## config.mk

```make
export PLATFORM = sky130hd
export DESIGN_NAME = sync_serial_unit
export DESIGN_NICKNAME = d
export VERILOG_FILES = /design/src/verilog/sync_serial_pkg.sv /design/src/verilog/rate_divider.sv /design/src/verilog/sync_serial_unit.sv
export VERILOG_INCLUDE_DIRS = /design/src /design/src/verilog
export SDC_FILE = /design/constraint.sdc
export NUM_CORES = 1
export LEC_CHECK = 0
export BUFFER_PORTS_ARGS = -buffer_cell sky130_fd_sc_hd__buf_2
export CORE_MARGIN = 1.5
export CORE_UTILIZATION = 56
export DETAILED_ROUTE_END_ITERATION = 10
export GPL_TIMING_DRIVEN = 0
export PLACE_DENSITY = 0.76
export SYNTH_ARGS = -nofsm -noshare
export SYNTH_HDL_FRONTEND = slang
export SYNTH_HIERARCHICAL = 1
export SYNTH_SLANG_ARGS = --single-unit
```

## constraint.sdc

```tcl
create_clock -name core_clk_i -period 7.7 [get_ports core_clk_i]
set_input_delay 0.77 -clock core_clk_i [delete_from_list [all_inputs] [get_ports core_clk_i]]
set_output_delay 0.77 -clock core_clk_i [all_outputs]
set_load 0.02 [all_outputs]
```

## src/verilog/sync_serial_params.svh

```systemverilog
// Register map, field positions and timing counts of the serial unit
//
// Contract
// - The master select bit picks master (clock driven out) or slave (0).
// - A conflict error clears the master select bit, forcing slave mode.
// - Clock pin select 0 leaves the clock pin a port, 1 makes it serial.
// - Mode select 0 is clocked synchronous mode on the data in/out pins.
// - Bit order select 0 shifts the LSB first, 1 the MSB first.
// - The rate field divides the system clock; code 101 gives phi/8.
// - Transmit enable 1 permits transmission, 0 inhibits it.
// - Receive enable 1 permits reception, 0 inhibits it.
// - A byte completed while receive-full is 1 sets the overrun flag.
// - On overrun the held byte stays and the new byte is dropped.
// - While overrun is set no further reception takes place.
// - While overrun is set in master mode transmission halts too.
// - Overrun, transmit-end and conflict clear by writing 0 after reading 1; receive-full clears on a receive data read.
// - Each received byte moves from the shift register to receive data unless receive-full is 1.
// - Standby bit 0 holds the unit in standby, 1 lets it run.
`ifndef SYNC_SERIAL_PARAMS_SVH
`define SYNC_SERIAL_PARAMS_SVH

// ----------------------------------------------------------------------
// Register offsets
// ----------------------------------------------------------------------
`define ADDR_CONTROL_HIGH 16'hF0E0
`define ADDR_CONTROL_LOW 16'hF0E1
`define ADDR_MODE_CONFIG 16'hF0E2
`define ADDR_TX_RX_ENABLE 16'hF0E3
`define ADDR_SERIAL_STATUS 16'hF0E4
`define ADDR_RX_DATA 16'hF0E9
`define ADDR_TX_DATA 16'hF0EB
`define ADDR_IRQ_STATUS 16'hF0F0
`define ADDR_IRQ_ENABLE 16'hF0F1
`define ADDR_IRQ_CLEAR 16'hF0F2
`define ADDR_STANDBY 16'hFFFB

// ----------------------------------------------------------------------
// Field positions
// ----------------------------------------------------------------------
`define BIT_MASTER 7
`define BIT_CLK_PIN 2
`define BIT_PIN_MODE 6
`define BIT_ORDER 7
`define RATE_MSB 2
`define RATE_LSB 0
`define BIT_TX_EN 7
`define BIT_RX_EN 6
`define BIT_OVERRUN 6
`define BIT_TX_END 3
`define BIT_TX_EMPTY 2
`define BIT_RX_FULL 1
`define BIT_CONFLICT 0
`define BIT_STANDBY 4
`define IRQ_RX_FULL 0
`define IRQ_OVERRUN 1
`define IRQ_TX_END 2
`define IRQ_CONFLICT 3
`define IRQ_W 4

// ----------------------------------------------------------------------
// Reset values and counts
// ----------------------------------------------------------------------
`define RST_BYTE 8'h00
`define RST_IRQ 4'h0
`define LAST_BIT 3'h7
`define FIRST_BIT 3'h0
`define CE_RATE_LIMIT 3'h5
// Half bit period minus one, in system clock cycles, per rate code
`define HALF_M1_0 8'h7F
`define HALF_M1_1 8'h3F
`define HALF_M1_2 8'h1F
`define HALF_M1_3 8'h0F
`define HALF_M1_4 8'h07
`define HALF_M1_5 8'h03
`define HALF_M1_6 8'h01
`define HALF_M1_7 8'h00

`endif

```

## src/verilog/sync_serial_pkg.sv

```systemverilog
// Types shared by the serial unit files
package sync_serial_pkg;

    typedef enum logic [1:0] {
        M_IDLE = 2'b00,
        M_LOW = 2'b01,
        M_HIGH = 2'b11
    } master_state_type;

endpackage : sync_serial_pkg

```

## src/verilog/rate_divider.sv

```systemverilog
// Prescaler that yields one tick per half transfer-clock period
`timescale 1ns/10ps
`default_nettype none
`include "sync_serial_params.svh"

module rate_divider
    import sync_serial_pkg::*;
(
    // Clock and reset
    input wire logic core_clk_i,
    input wire logic rst_b_i,
    // Control
    input wire logic run_i,
    input wire logic [2:0] rate_i,
    // Half-period pulse
    output logic tick_o
);

    logic [7:0] count_r;
    logic [7:0] reload;

    always_comb begin
        case (rate_i)
            3'h0: reload = `HALF_M1_0;
            3'h1: reload = `HALF_M1_1;
            3'h2: reload = `HALF_M1_2;
            3'h3: reload = `HALF_M1_3;
            3'h4: reload = `HALF_M1_4;
            3'h5: reload = `HALF_M1_5;
            3'h6: reload = `HALF_M1_6;
            default: reload = `HALF_M1_7;
        endcase
    end

    // Reload while idle so the first half period is always whole
    always_ff @(posedge core_clk_i or negedge rst_b_i) begin
        if (!rst_b_i) begin
            count_r <= 8'h00;
        end else if (!run_i || count_r == 8'h00) begin
            count_r <= reload;
        end else begin
            count_r <= count_r - 8'h01;
        end
    end

    assign tick_o = run_i && (count_r == 8'h00);

endmodule : rate_divider
`default_nettype wire

```

## src/verilog/sync_serial_unit.sv

```systemverilog
// Clocked synchronous serial unit: registers, shift engine and pins
`timescale 1ns/10ps
`default_nettype none
`include "sync_serial_params.svh"

module sync_serial_unit
    import sync_serial_pkg::*;
(
    // Clock and reset
    input wire logic core_clk_i,
    input wire logic rst_b_i,
    // Register port
    input wire logic [15:0] reg_addr_i,
    input wire logic [7:0] reg_wdata_i,
    input wire logic reg_wr_i,
    input wire logic reg_rd_i,
    output logic [7:0] reg_rdata_o,
    // Serial clock pin
    input wire logic serial_clock_pin_i,
    output logic serial_clock_pin_o,
    output logic serial_clock_pin_oe_o,
    // Serial data pins
    input wire logic serial_input_pin_i,
    output logic serial_output_pin_o,
    output logic serial_output_pin_oe_o,
    // Interrupt
    output logic irq_o
);

    // ------------------------------------------------------------------
    // Declarations
    // ------------------------------------------------------------------
    logic master_slave_select_r;
    logic clock_pin_select_r;
    logic pin_mode_select_r;
    logic bit_order_select_r;
    logic [2:0] clock_rate_r;
    logic transmit_enable_bit_r;
    logic receive_enable_bit_r;
    logic module_standby_control_r;
    logic overrun_error_flag_r;
    logic receive_data_full_flag_r;
    logic tx_empty_r;
    logic tx_end_r;
    logic conflict_r;
    logic [2:0] seen_r;
    logic [7:0] receive_data_register_r;
    logic [7:0] tx_data_r;
    logic [7:0] shift_register_r;
    logic out_bit_r;
    logic [`IRQ_W-1:0] irq_status_r;
    logic [`IRQ_W-1:0] irq_enable_r;
    logic irq_r;
    logic [7:0] rdata_r;
    logic sck_s1_r, sck_s2_r, sck_s3_r, sck_st_r, sck_prev_r;
    logic si_s1_r, si_s2_r, si_s3_r, si_st_r;
    master_state_type state_r;
    logic [2:0] m_cnt_r;
    logic [2:0] s_cnt_r;
    logic s_done_r;
    logic sck_r;
    logic tick;
    logic master_active, slave_active;
    logic start, m_shift, m_done;
    logic s_sample, s_shift, byte_done, sample;
    logic tx_load, tx_wr, status_wr, status_rd;
    logic rx_store, overrun_set, tx_end_set, conflict_set;
    logic clr_overrun, clr_tx_end, clr_conflict;
    logic [7:0] status_val;
    logic [7:0] read_val, shifted;

    function automatic logic lead_bit(input logic msb_first,
                                      input logic [7:0] b);
        lead_bit = msb_first ? b[7] : b[0];
    endfunction : lead_bit

    // ------------------------------------------------------------------
    // Register decode
    // ------------------------------------------------------------------
    assign tx_wr = reg_wr_i && reg_addr_i == `ADDR_TX_DATA;
    assign status_wr = reg_wr_i && reg_addr_i == `ADDR_SERIAL_STATUS;
    assign status_rd = reg_rd_i && reg_addr_i == `ADDR_SERIAL_STATUS;

    // Conflict clears the master bit even against a same-cycle write
    always_ff @(posedge core_clk_i or negedge rst_b_i) begin
        if (!rst_b_i) begin
            master_slave_select_r <= 1'b0;
            clock_pin_select_r <= 1'b0;
        end else begin
            if (reg_wr_i && reg_addr_i == `ADDR_CONTROL_HIGH) begin
                master_slave_select_r <= reg_wdata_i[`BIT_MASTER];
                clock_pin_select_r <= reg_wdata_i[`BIT_CLK_PIN];
            end
            if (conflict_set) begin
                master_slave_select_r <= 1'b0;
            end
        end
    end

    always_ff @(posedge core_clk_i or negedge rst_b_i) begin
        if (!rst_b_i) begin
            pin_mode_select_r <= 1'b0;
            bit_order_select_r <= 1'b0;
            clock_rate_r <= 3'h0;
        end else if (reg_wr_i && reg_addr_i == `ADDR_CONTROL_LOW) begin
            pin_mode_select_r <= reg_wdata_i[`BIT_PIN_MODE];
        end else if (reg_wr_i && reg_addr_i == `ADDR_MODE_CONFIG) begin
            bit_order_select_r <= reg_wdata_i[`BIT_ORDER];
            clock_rate_r <= reg_wdata_i[`RATE_MSB:`RATE_LSB];
        end
    end

    always_ff @(posedge core_clk_i or negedge rst_b_i) begin
        if (!rst_b_i) begin
            transmit_enable_bit_r <= 1'b0;
            receive_enable_bit_r <= 1'b0;
            module_standby_control_r <= 1'b0;
        end else if (reg_wr_i && reg_addr_i == `ADDR_TX_RX_ENABLE) begin
            transmit_enable_bit_r <= reg_wdata_i[`BIT_TX_EN];
            receive_enable_bit_r <= reg_wdata_i[`BIT_RX_EN];
        end else if (reg_wr_i && reg_addr_i == `ADDR_STANDBY) begin
            module_standby_control_r <= reg_wdata_i[`BIT_STANDBY];
        end
    end

    always_ff @(posedge core_clk_i or negedge rst_b_i) begin
        if (!rst_b_i) begin
            tx_data_r <= `RST_BYTE;
        end else if (tx_wr) begin
            tx_data_r <= reg_wdata_i;
        end
    end

    // ------------------------------------------------------------------
    // Pin synchronisers
    // ------------------------------------------------------------------
    // A level counts only once two later stages agree
    always_ff @(posedge core_clk_i or negedge rst_b_i) begin
        if (!rst_b_i) begin
            sck_s1_r <= 1'b0;
            sck_s2_r <= 1'b0;
            sck_s3_r <= 1'b0;
            sck_st_r <= 1'b0;
            sck_prev_r <= 1'b0;
        end else begin
            sck_s1_r <= serial_clock_pin_i;
            sck_s2_r <= sck_s1_r;
            sck_s3_r <= sck_s2_r;
            if (sck_s2_r == sck_s3_r) begin
                sck_st_r <= sck_s3_r;
            end
            sck_prev_r <= sck_st_r;
        end
    end

    always_ff @(posedge core_clk_i or negedge rst_b_i) begin
        if (!rst_b_i) begin
            si_s1_r <= 1'b0;
            si_s2_r <= 1'b0;
            si_s3_r <= 1'b0;
            si_st_r <= 1'b0;
        end else begin
            si_s1_r <= serial_input_pin_i;
            si_s2_r <= si_s1_r;
            si_s3_r <= si_s2_r;
            if (si_s2_r == si_s3_r) begin
                si_st_r <= si_s3_r;
            end
        end
    end

    // ------------------------------------------------------------------
    // Mode qualification
    // ------------------------------------------------------------------
    // Mode select 1 covers modes this unit leaves idle
    assign master_active = master_slave_select_r && clock_pin_select_r
        && !pin_mode_select_r && module_standby_control_r;
    assign slave_active = !master_slave_select_r && clock_pin_select_r
        && !pin_mode_select_r && module_standby_control_r
        && (transmit_enable_bit_r || receive_enable_bit_r);

    rate_divider u_rate_divider (
        .core_clk_i(core_clk_i),
        .rst_b_i(rst_b_i),
        .run_i(master_active && state_r != M_IDLE),
        .rate_i(clock_rate_r),
        .tick_o(tick)
    );

    // ------------------------------------------------------------------
    // Master engine
    // ------------------------------------------------------------------
    assign start = master_active && state_r == M_IDLE && !tx_wr
        && !overrun_error_flag_r
        && ((transmit_enable_bit_r && !tx_empty_r)
            || (receive_enable_bit_r && !transmit_enable_bit_r));
    assign m_shift = state_r == M_HIGH && tick && m_cnt_r != `LAST_BIT;
    assign m_done = state_r == M_HIGH && tick && m_cnt_r == `LAST_BIT;

    always_ff @(posedge core_clk_i or negedge rst_b_i) begin
        if (!rst_b_i) begin
            state_r <= M_IDLE;
            m_cnt_r <= `FIRST_BIT;
            sck_r <= 1'b0;
        end else if (!master_active) begin
            state_r <= M_IDLE;
            m_cnt_r <= `FIRST_BIT;
            sck_r <= 1'b0;
        end else begin
            case (state_r)
                M_IDLE: begin
                    if (start) begin
                        state_r <= M_LOW;
                        m_cnt_r <= `FIRST_BIT;
                    end
                end
                M_LOW: begin
                    if (tick) begin
                        state_r <= M_HIGH;
                        sck_r <= 1'b1;
                    end
                end
                M_HIGH: begin
                    if (tick) begin
                        sck_r <= 1'b0;
                        m_cnt_r <= m_cnt_r + 3'h1;
                        state_r <= m_done ? M_IDLE : M_LOW;
                    end
                end
                default: begin
                    state_r <= M_IDLE;
                end
            endcase
        end
    end

    // Fast rates are skipped: the synchronised pin echo lags the driven clock
    assign conflict_set = master_active && tick && state_r != M_IDLE
        && clock_rate_r < `CE_RATE_LIMIT && sck_st_r != sck_r;

    // ------------------------------------------------------------------
    // Slave engine
    // ------------------------------------------------------------------
    assign s_sample = slave_active && sck_st_r && !sck_prev_r;
    assign s_shift = slave_active && !sck_st_r && sck_prev_r;

    always_ff @(posedge core_clk_i or negedge rst_b_i) begin
        if (!rst_b_i) begin
            s_cnt_r <= `FIRST_BIT;
            s_done_r <= 1'b0;
        end else if (!slave_active) begin
            s_cnt_r <= `FIRST_BIT;
            s_done_r <= 1'b0;
        end else begin
            s_done_r <= s_sample && s_cnt_r == `LAST_BIT;
            if (s_sample) begin
                s_cnt_r <= s_cnt_r + 3'h1;
            end
        end
    end

    // ------------------------------------------------------------------
    // Shift register and output bit
    // ------------------------------------------------------------------
    assign sample = m_shift || m_done || s_sample;
    assign shifted = bit_order_select_r
        ? {shift_register_r[6:0], si_st_r}
        : {si_st_r, shift_register_r[7:1]};
    assign byte_done = m_done || s_done_r;
    assign tx_load = transmit_enable_bit_r && !tx_empty_r && !tx_wr
        && (start || (slave_active && s_cnt_r == `FIRST_BIT && !s_sample));

    always_ff @(posedge core_clk_i or negedge rst_b_i) begin
        if (!rst_b_i) begin
            shift_register_r <= `RST_BYTE;
        end else if (tx_load) begin
            shift_register_r <= tx_data_r;
        end else if (sample) begin
            shift_register_r <= shifted;
        end
    end

    always_ff @(posedge core_clk_i or negedge rst_b_i) begin
        if (!rst_b_i) begin
            out_bit_r <= 1'b0;
        end else if (tx_load) begin
            out_bit_r <= lead_bit(bit_order_select_r, tx_data_r);
        end else if (m_shift || s_shift) begin
            out_bit_r <= lead_bit(bit_order_select_r,
                m_shift ? shifted : shift_register_r);
        end
    end

    // ------------------------------------------------------------------
    // Receive path and status flags
    // ------------------------------------------------------------------
    assign rx_store = byte_done && receive_enable_bit_r
        && !overrun_error_flag_r;
    assign overrun_set = rx_store && receive_data_full_flag_r;
    assign tx_end_set = byte_done && transmit_enable_bit_r && tx_empty_r
        && !tx_load;
    assign clr_overrun = status_wr && !reg_wdata_i[`BIT_OVERRUN] && seen_r[2];
    assign clr_tx_end = status_wr && !reg_wdata_i[`BIT_TX_END] && seen_r[1];
    assign clr_conflict = status_wr && !reg_wdata_i[`BIT_CONFLICT]
        && seen_r[0];

    always_ff @(posedge core_clk_i or negedge rst_b_i) begin
        if (!rst_b_i) begin
            receive_data_register_r <= `RST_BYTE;
        end else if (rx_store && !receive_data_full_flag_r) begin
            receive_data_register_r <= m_done ? shifted
                : shift_register_r;
        end
    end

    // Hardware set wins over a clear in the same cycle
    always_ff @(posedge core_clk_i or negedge rst_b_i) begin
        if (!rst_b_i) begin
            receive_data_full_flag_r <= 1'b0;
        end else if (rx_store) begin
            receive_data_full_flag_r <= 1'b1;
        end else if (reg_rd_i && reg_addr_i == `ADDR_RX_DATA) begin
            receive_data_full_flag_r <= 1'b0;
        end
    end

    always_ff @(posedge core_clk_i or negedge rst_b_i) begin
        if (!rst_b_i) begin
            overrun_error_flag_r <= 1'b0;
            tx_end_r <= 1'b0;
            conflict_r <= 1'b0;
        end else begin
            if (overrun_set) begin
                overrun_error_flag_r <= 1'b1;
            end else if (clr_overrun) begin
                overrun_error_flag_r <= 1'b0;
            end
            if (tx_end_set) begin
                tx_end_r <= 1'b1;
            end else if (clr_tx_end || tx_wr) begin
                tx_end_r <= 1'b0;
            end
            if (conflict_set) begin
                conflict_r <= 1'b1;
            end else if (clr_conflict) begin
                conflict_r <= 1'b0;
            end
        end
    end

    // Flags read as 1 arm their clear; writing 1 does nothing
    always_ff @(posedge core_clk_i or negedge rst_b_i) begin
        if (!rst_b_i) begin
            seen_r <= 3'h0;
        end else if (status_rd) begin
            seen_r <= {overrun_error_flag_r, tx_end_r, conflict_r};
        end else if (status_wr) begin
            seen_r <= seen_r & ~{clr_overrun, clr_tx_end, clr_conflict};
        end
    end

    always_ff @(posedge core_clk_i or negedge rst_b_i) begin
        if (!rst_b_i) begin
            tx_empty_r <= 1'b1;
        end else if (tx_wr) begin
            tx_empty_r <= 1'b0;
        end else if (tx_load) begin
            tx_empty_r <= 1'b1;
        end
    end

    // ------------------------------------------------------------------
    // Interrupts
    // ------------------------------------------------------------------
    always_ff @(posedge core_clk_i or negedge rst_b_i) begin
        if (!rst_b_i) begin
            irq_status_r <= `RST_IRQ;
            irq_enable_r <= `RST_IRQ;
            irq_r <= 1'b0;
        end else begin
            if (reg_wr_i && reg_addr_i == `ADDR_IRQ_ENABLE) begin
                irq_enable_r <= reg_wdata_i[`IRQ_W-1:0];
            end
            irq_status_r <= (irq_status_r
                & ~((reg_wr_i && reg_addr_i == `ADDR_IRQ_CLEAR)
                    ? reg_wdata_i[`IRQ_W-1:0] : `RST_IRQ))
                | {conflict_set, tx_end_set, overrun_set,
                   rx_store && !receive_data_full_flag_r};
            irq_r <= |(irq_status_r & irq_enable_r);
        end
    end

    // ------------------------------------------------------------------
    // Read data
    // ------------------------------------------------------------------
    always_comb begin
        status_val = 8'h00;
        status_val[`BIT_OVERRUN] = overrun_error_flag_r;
        status_val[`BIT_TX_END] = tx_end_r;
        status_val[`BIT_TX_EMPTY] = tx_empty_r;
        status_val[`BIT_RX_FULL] = receive_data_full_flag_r;
        status_val[`BIT_CONFLICT] = conflict_r;
        read_val = 8'h00;
        case (reg_addr_i)
            `ADDR_CONTROL_HIGH: begin
                read_val[`BIT_MASTER] = master_slave_select_r;
                read_val[`BIT_CLK_PIN] = clock_pin_select_r;
            end
            `ADDR_CONTROL_LOW: read_val[`BIT_PIN_MODE] = pin_mode_select_r;
            `ADDR_MODE_CONFIG: begin
                read_val[`BIT_ORDER] = bit_order_select_r;
                read_val[`RATE_MSB:`RATE_LSB] = clock_rate_r;
            end
            `ADDR_TX_RX_ENABLE: begin
                read_val[`BIT_TX_EN] = transmit_enable_bit_r;
                read_val[`BIT_RX_EN] = receive_enable_bit_r;
            end
            `ADDR_SERIAL_STATUS: read_val = status_val;
            `ADDR_RX_DATA: read_val = receive_data_register_r;
            `ADDR_TX_DATA: read_val = tx_data_r;
            `ADDR_IRQ_STATUS: read_val[`IRQ_W-1:0] = irq_status_r;
            `ADDR_IRQ_ENABLE: read_val[`IRQ_W-1:0] = irq_enable_r;
            `ADDR_STANDBY: read_val[`BIT_STANDBY] = module_standby_control_r;
            default: read_val = 8'h00;
        endcase
    end

    always_ff @(posedge core_clk_i or negedge rst_b_i) begin
        if (!rst_b_i) begin
            rdata_r <= 8'h00;
        end else begin
            rdata_r <= reg_rd_i ? read_val : 8'h00;
        end
    end

    // ------------------------------------------------------------------
    // Outputs
    // ------------------------------------------------------------------
    assign reg_rdata_o = rdata_r;
    assign irq_o = irq_r;
    assign serial_clock_pin_o = sck_r;
    assign serial_clock_pin_oe_o = master_active;
    assign serial_output_pin_o = out_bit_r;
    assign serial_output_pin_oe_o = transmit_enable_bit_r
        && (master_active || slave_active);

endmodule : sync_serial_unit
`default_nettype wire

```

Yosys cells after proc, flatten, opt, wreduce, memory -nomap -nowiden
Cells that the tools add are included.
{"block": "classes", "add_sub_neg": 3, "magnitude_cmp": 1, "n_eq_ne": 31, "mux": 51, "bitwise": 8, "reduce_logical": 101}
{"operator": "$eq 16x16->1 const B", "count": 11}
{"operator": "$logic_and 1x1->1", "count": 56}
{"operator": "$mux 8", "count": 7}
{"operator": "$pmux 7 s7", "count": 1}
{"operator": "$mux 1", "count": 21}
{"operator": "$mux 3", "count": 7}
{"operator": "$reduce_bool 2->1", "count": 10}
{"operator": "$eq 3x3->1 const B", "count": 5}
{"operator": "$logic_not 1->1", "count": 15}
{"operator": "$pmux 1 s5", "count": 3}
{"operator": "$ne 3x3->1 const B", "count": 4}
{"operator": "$pmux 2 s6", "count": 1}
{"operator": "$logic_or 1x1->1", "count": 10}
{"operator": "$reduce_and 3->1", "count": 3}
{"operator": "$and 4x4->4", "count": 2}
{"operator": "$logic_not 8->1", "count": 1}
{"operator": "$mux 2", "count": 4}
{"operator": "$sub 8x1->8 const B", "count": 1}
{"operator": "$pmux 1 s7", "count": 1}
{"operator": "$add 3x1->3 const B", "count": 2}
{"operator": "$eq 3x2->1 const B", "count": 2}
{"operator": "$logic_not 3->1", "count": 2}
{"operator": "$ne 3x1->1 const B", "count": 2}
{"operator": "$pmux 2 s3", "count": 1}
{"operator": "other kinds (19)", "count": 23}
{"block": "totals", "ff_bits": 87, "in_bits": 30, "word_cells": 232}

Logic depth before layout (Yosys ltp)
{"block": "depth", "ltp_word": 14, "depth_mapped": 10, "ltp_nobuf": 9}

Cells and area by module
Netlist, hierarchy kept.
{"module": "sync_serial_unit", "n_inst": 1, "cells_per_inst": 372, "area_each_um2": 3965.1, "seq_area_each_um2": 1978.1}
{"module": "rate_divider", "n_inst": 1, "cells_per_inst": 53, "area_each_um2": 506.7, "seq_area_each_um2": 200.2}

Worst setup path before layout
Ideal clock, no wire load.
{"block": "synth_timing", "path_kind": "register to register", "start": "register pin_mode_select_r", "end": "register receive_data_register_r[0]", "setup_ns": 0.125, "arrival_time_ns": 2.777, "setup_slack_ns": 4.798, "path_stages_with_launch": 10, "path_buffers": 1, "period_less_slack_ns": 2.902, "path_cell_list": "dfrtp_1 -> nand4b_1 -> nor2_1 -> clkbuf_1 -> and3_1 -> nand3_1 -> nor2_2 -> nor2_1 -> nor4b_4 -> mux2_2"}
{"block": "synth_via", "elab_chain_len": 11}
{"item": "start: declaration", "line": "sync_serial_unit.sv:35", "rtl": "logic pin_mode_select_r;"}
{"item": "start signal: assignment", "line": "sync_serial_unit.sv:106", "rtl": "pin_mode_select_r <= reg_wdata_i[`BIT_PIN_MODE];"}
{"item": "$logic_not 1->1 (*)", "line": "sync_serial_unit.sv:177", "rtl": "&& !pin_mode_select_r && module_standby_control_r;"}
{"item": "$logic_and 1x1->1 (*) (2 in a row)", "line": "sync_serial_unit.sv:177"}
{"item": "$logic_and 1x1->1 (*)", "line": "sync_serial_unit.sv:185", "rtl": ".run_i(master_active && state_r != M_IDLE),"}
{"item": "$logic_and 1x1->1 (*)", "line": "rate_divider.sv:46", "rtl": "assign tick_o = run_i && (count_r == 8'h00);"}
{"item": "named net tick", "line": "sync_serial_unit.sv:62", "rtl": "logic tick;"}
{"item": "$logic_and 1x1->1 (*)", "line": "sync_serial_unit.sv:198", "rtl": "assign m_done = state_r == M_HIGH && tick && m_cnt_r == `LAST_BIT;"}
{"item": "$logic_and 1x1->1 (no source line) (*)"}
{"item": "$logic_or 1x1->1", "line": "sync_serial_unit.sv:269", "rtl": "assign byte_done = m_done || s_done_r;"}
{"item": "$logic_and 1x1->1", "line": "sync_serial_unit.sv:297", "rtl": "assign rx_store = byte_done && receive_enable_bit_r"}
{"item": "$logic_and 1x1->1", "line": "sync_serial_unit.sv:298", "rtl": "&& !overrun_error_flag_r;"}
{"item": "$logic_and 1x1->1", "line": "sync_serial_unit.sv:310", "rtl": "end else if (rx_store && !receive_data_full_flag_r) begin"}
{"item": "end signal: assignment", "line": "sync_serial_unit.sv:309", "rtl": "receive_data_register_r <= `RST_BYTE;"}
{"item": "end signal: assignment", "line": "sync_serial_unit.sv:311", "rtl": "receive_data_register_r <= m_done ? shifted"}
{"item": "end: declaration", "line": "sync_serial_unit.sv:47", "rtl": "logic [7:0] receive_data_register_r;"}
Mark *: on every way through the listed nets, which the timed path passes. The rest lies on a longest branch.
A chain may end at the register's enable or synchronous reset.

Worst setup path in the final report
{"block": "layout_timing", "start": "register master_slave_select_r", "end": "register receive_data_register_r[2]"}
{"block": "layout_via", "elab_chain_len": 11}
{"item": "start: declaration", "line": "sync_serial_unit.sv:33", "rtl": "logic master_slave_select_r;"}
{"item": "start signal: assignment", "line": "sync_serial_unit.sv:91", "rtl": "master_slave_select_r <= reg_wdata_i[`BIT_MASTER];"}
{"item": "$logic_and 1x1->1 (*)", "line": "sync_serial_unit.sv:176", "rtl": "assign master_active = master_slave_select_r && clock_pin_select_r"}
{"item": "$logic_and 1x1->1 (*) (2 in a row)", "line": "sync_serial_unit.sv:177"}
{"item": "$logic_and 1x1->1 (*)", "line": "sync_serial_unit.sv:185"}
{"item": "$logic_and 1x1->1 (*)", "line": "rate_divider.sv:46"}
{"item": "named net tick", "line": "sync_serial_unit.sv:62"}
{"item": "$logic_and 1x1->1 (*)", "line": "sync_serial_unit.sv:198"}
{"item": "$logic_and 1x1->1 (no source line) (*)"}
{"item": "$logic_or 1x1->1", "line": "sync_serial_unit.sv:269"}
{"item": "$logic_and 1x1->1", "line": "sync_serial_unit.sv:297"}
{"item": "$logic_and 1x1->1", "line": "sync_serial_unit.sv:298"}
{"item": "$logic_and 1x1->1", "line": "sync_serial_unit.sv:310"}
Marks and branches as above.

==> results.sh <==
export IMPL_setup_viol=0
export IMPL_layout_worst_path_cycle_share_pct=49.7
export IMPL_async_flop_share_pct=100
export IMPL_preCtsSetupSlack_ps=3960
export IMPL_p_per_area_mw_per_mm2=177
export IMPL_die_area_mm2=0.00853
export IMPL_setup_slack_ps=3870
export IMPL_leakagePower_nw=2.37
export IMPL_hold_viol=0
export IMPL_yosysTopAreaCellShare_pct=48.1
export IMPL_max_clock_freq_mhz=261
export IMPL_outcome="completed"
export IMPL_netlist_area_mm2=0.00447
export IMPL_fin_setup_tns_ps=0
export IMPL_io_buffers=38
export IMPL_switching_share_pct=20.0
export IMPL_vias=3553
export IMPL_postSynthAreaPerCell_um2=10.5
export IMPL_internal_power_mw=0.718
export IMPL_synth_largest_area_cell="dfrtp_1"
export IMPL_synth_main_ff_cell="dfrtp_1"
export IMPL_worst_pin_slew_ps=892
export IMPL_finalCriticalPeriod_ps=3830
export IMPL_hpwl_um=7560
export IMPL_ff2ff_path_depth=9
export IMPL_htreeDepth=3
export IMPL_cts_resized=0
export IMPL_diodes=0
export IMPL_min_path_type="in2async"
export IMPL_pwr_share_clk_pct=44.1
export IMPL_cts_tree="built"
export IMPL_power_switching_mw=0.179
export IMPL_drive_gt1_share_pct=20.7
export IMPL_synth_nets=461
export IMPL_combinationalPowerShare_pct=4.4
export IMPL_antenna_left=0
export IMPL_wirelength_um=10400
export IMPL_criticalPathCategory="reg2reg"
export IMPL_clock_sinks=87
export IMPL_endpoint_kind="register"
export IMPL_cp_start_kind="register"
export IMPL_drtIter0Drc=342
export IMPL_seq_power_share_pct=51.5
export IMPL_grt_pass1_wl_um=17500
export IMPL_dr_pass1_iters=5
export IMPL_syn_inst=425
export IMPL_io_pins=43
export IMPL_die_x_um=92.4
export IMPL_cp_arrival_ps=4060
export IMPL_wire_per_inst_um=18.0
export IMPL_peakVddDrop_uv=147
export IMPL_antenna_found_initial=0
export IMPL_cts_buffers=9
export IMPL_clk_pin_slew_ps=80
export IMPL_placementRows=32
export IMPL_grt_usage_pct=26.4
export IMPL_clkLatencyLatePin_ps=350
export IMPL_cts_root_buffer="clkbuf_8"
export IMPL_cp_required_ps=7930
export IMPL_synth_seq_area_share_pct=48.7
export IMPL_drc_errors=0
export IMPL_fin_nets=511
export IMPL_synth_edf_count=0
export IMPL_fin_skew_ps=10.1
export IMPL_post_cts_buffers=0
export IMPL_synthToLayoutAreaGrowth_pct=13.3
export IMPL_gp_congestion=0.901
export IMPL_grt_pass1_vias=3602
export IMPL_synth_cell_type_count=61
export IMPL_cts_hold_buf=0
export IMPL_ctsLongestPathBuffers=2
export IMPL_cp_max_fo=10
export IMPL_fp_coreArea_mm2=0.00773
export IMPL_drv_slew=0
export IMPL_overflow=0
export IMPL_synth_seq_cells=87
export IMPL_rsz0062_at_grt="no"
export IMPL_drv_cap=0
export IMPL_chipHeight_um=92.4
export IMPL_initial_core_util_pct=57.9
export IMPL_yosys_warnings=6
export IMPL_grt_max_degree=61
export IMPL_max_slew_margin_pct=39.7
export IMPL_drt_vias_per_instance=6.13
export IMPL_netlist_top_cells_area="dfrtp_1 48%, mux2_2 5.8%, mux2i_1 4.9%"
export IMPL_finalPower_mw=0.897
==> synth_stat cells, types with 5 or more instances <==
cell type,n
and3_1,6
a21o_1,6
nor2_1,39
inv_1,15
o21ai_0,13
mux2_2,23
and2_1,6
nand3_1,13
a21oi_1,24
mux2i_1,22
a22o_1,5
nor2b_1,5
mux2_1,8
dfrtp_1,86
ha_1,6
nand2_1,40
nor3_1,7
a22oi_1,7
nand2b_1,6
clkbuf_1,12
==> worst paths after layout <==
check | endpoint | startpoint | slack (ps)
worst min-delay path | sck_s2_r | rst_b_i | 340
worst max-delay path | receive_data_register_r[2] | master_slave_select_r | 3870
worst min register to register | si_s2_r | si_s1_r | 350
worst max register to register | receive_data_register_r[2] | master_slave_select_r | 3870
min in group core_clk_i | si_s2_r | si_s1_r | 350
max in group asynchronous | tx_empty_r | rst_b_i | 6720
==> registers in the layout, summed over array words and instances, names as in the netlist, 2 cells and up <==
name                     count
shift_register_r             8
irq_status_r                 4
reg_rdata_o                  8
irq_enable_r                 4
u_rate_divider/count_r       8
s_cnt_r                      3
seen_r                       3
tx_data_r                    8
clock_rate_r                 3
state_r                      2
m_cnt_r                      3
receive_data_register_r      8
==> power groups by stage <==
| stage | Clock, mW | Combinational [mW] | Sequential (mW) |
|---|---|---|---|
| finish | 0.396 | 0.0390 | 0.462 |
| global route | 0.427 | 0.0430 | 0.463 |
| CTS | 0.403 | 0.0392 | 0.462 |
| detailed placement | 0 | 0.0389 | 0.471 |
| global placement | 0 | 0.0362 | 0.471 |
| floorplan | 0 | 0.0151 | 0.470 |
==> final cells by class <==
type	count	area [um2]
fillers	594	2660
flip-flops and latches	87	2180
multi-input cells	306	2160
repair buffers	39	220
clock buffers	10	128
well taps	102	128
clock inverters	4	120
plain buffers	17	73.8
inverters	15	56.3
==> cell usage in the layout (no fill, tap or decap), types with 3 or more instances in the layout <==
cell type and instances:
a21oi_1 24, o21ai_0 13, a31oi_1 4, mux2i_1 22, clkbuf_1 13, nor4_1 4
inv_1 15, a22oi_1 7, clkbuf_8 9, or3_1 3, nor2b_1 5, mux2_2 23
nor4b_1 3, ha_1 6, bufinv_16 4, and2_1 6, nand3_1 13, buf_2 39
or4_1 3, and3_1 6, a222oi_1 3, nand2_1 40, nand4_1 3, o22ai_1 4
a22o_1 5, nand2b_1 6, nor2_1 39, nor3_1 7, dfrtp_1 86, a21o_1 6
mux2_1 8
==> logic make-up (layout without fill, tap and decap cells) <==
logic type | Yosys count | after routing | synth area share, %
AND/OR/NAND/NOR | 159 | 159 | 19.3
buffers and inverters | 32 | 85 | 2.91
adder cells (fa/ha/maj) | 8 | 8 | 2.13
AO/OA/AOI/OAI | 79 | 79 | 12.1
multiplexers | 56 | 56 | 14.1
XOR/XNOR | 4 | 4 | 0.784
flip-flops | 87 | 87 | 48.7
==> stage by stage <==
stage | util (%) | hold slack, ps | cells | instance area, um2
after global placement | 62.0 | 332 | 565 | 4790
final | 65.6 | 335 | 580 | 5070
after global routing | 65.6 | 343 | 580 | 5070
after detailed placement | 62.4 | 337 | 566 | 4820
after CTS | 65.6 | 336 | 580 | 5070
after floorplan | - | 331 | 425 | 4470
==> per-layer routing <==
layer / GRT usage, % / wire, um / vias up / part of all wire (%)
met5: 0 / 0 / - / 0
met4: 10.3 / 207 / 0 / 2.0
li1: - / - / 1643 / -
met1: 35.1 / 4550 / 1751 / 44
met2: 42.3 / 5040 / 139 / 48
met3: 5.83 / 631 / 20 / 6.1
==> critical path: stages, from the launching register on <==
cell and delay [ps]:
dfrtp_1 480, nand4b_1 270, nor2_1 320, clkbuf_1 340, and3_1 300, nand3_1 270, nor2_2 400, nor2_1 180
nor4b_4 710, mux2_2 410
Note: power is estimated with default switching activity, not from simulation.
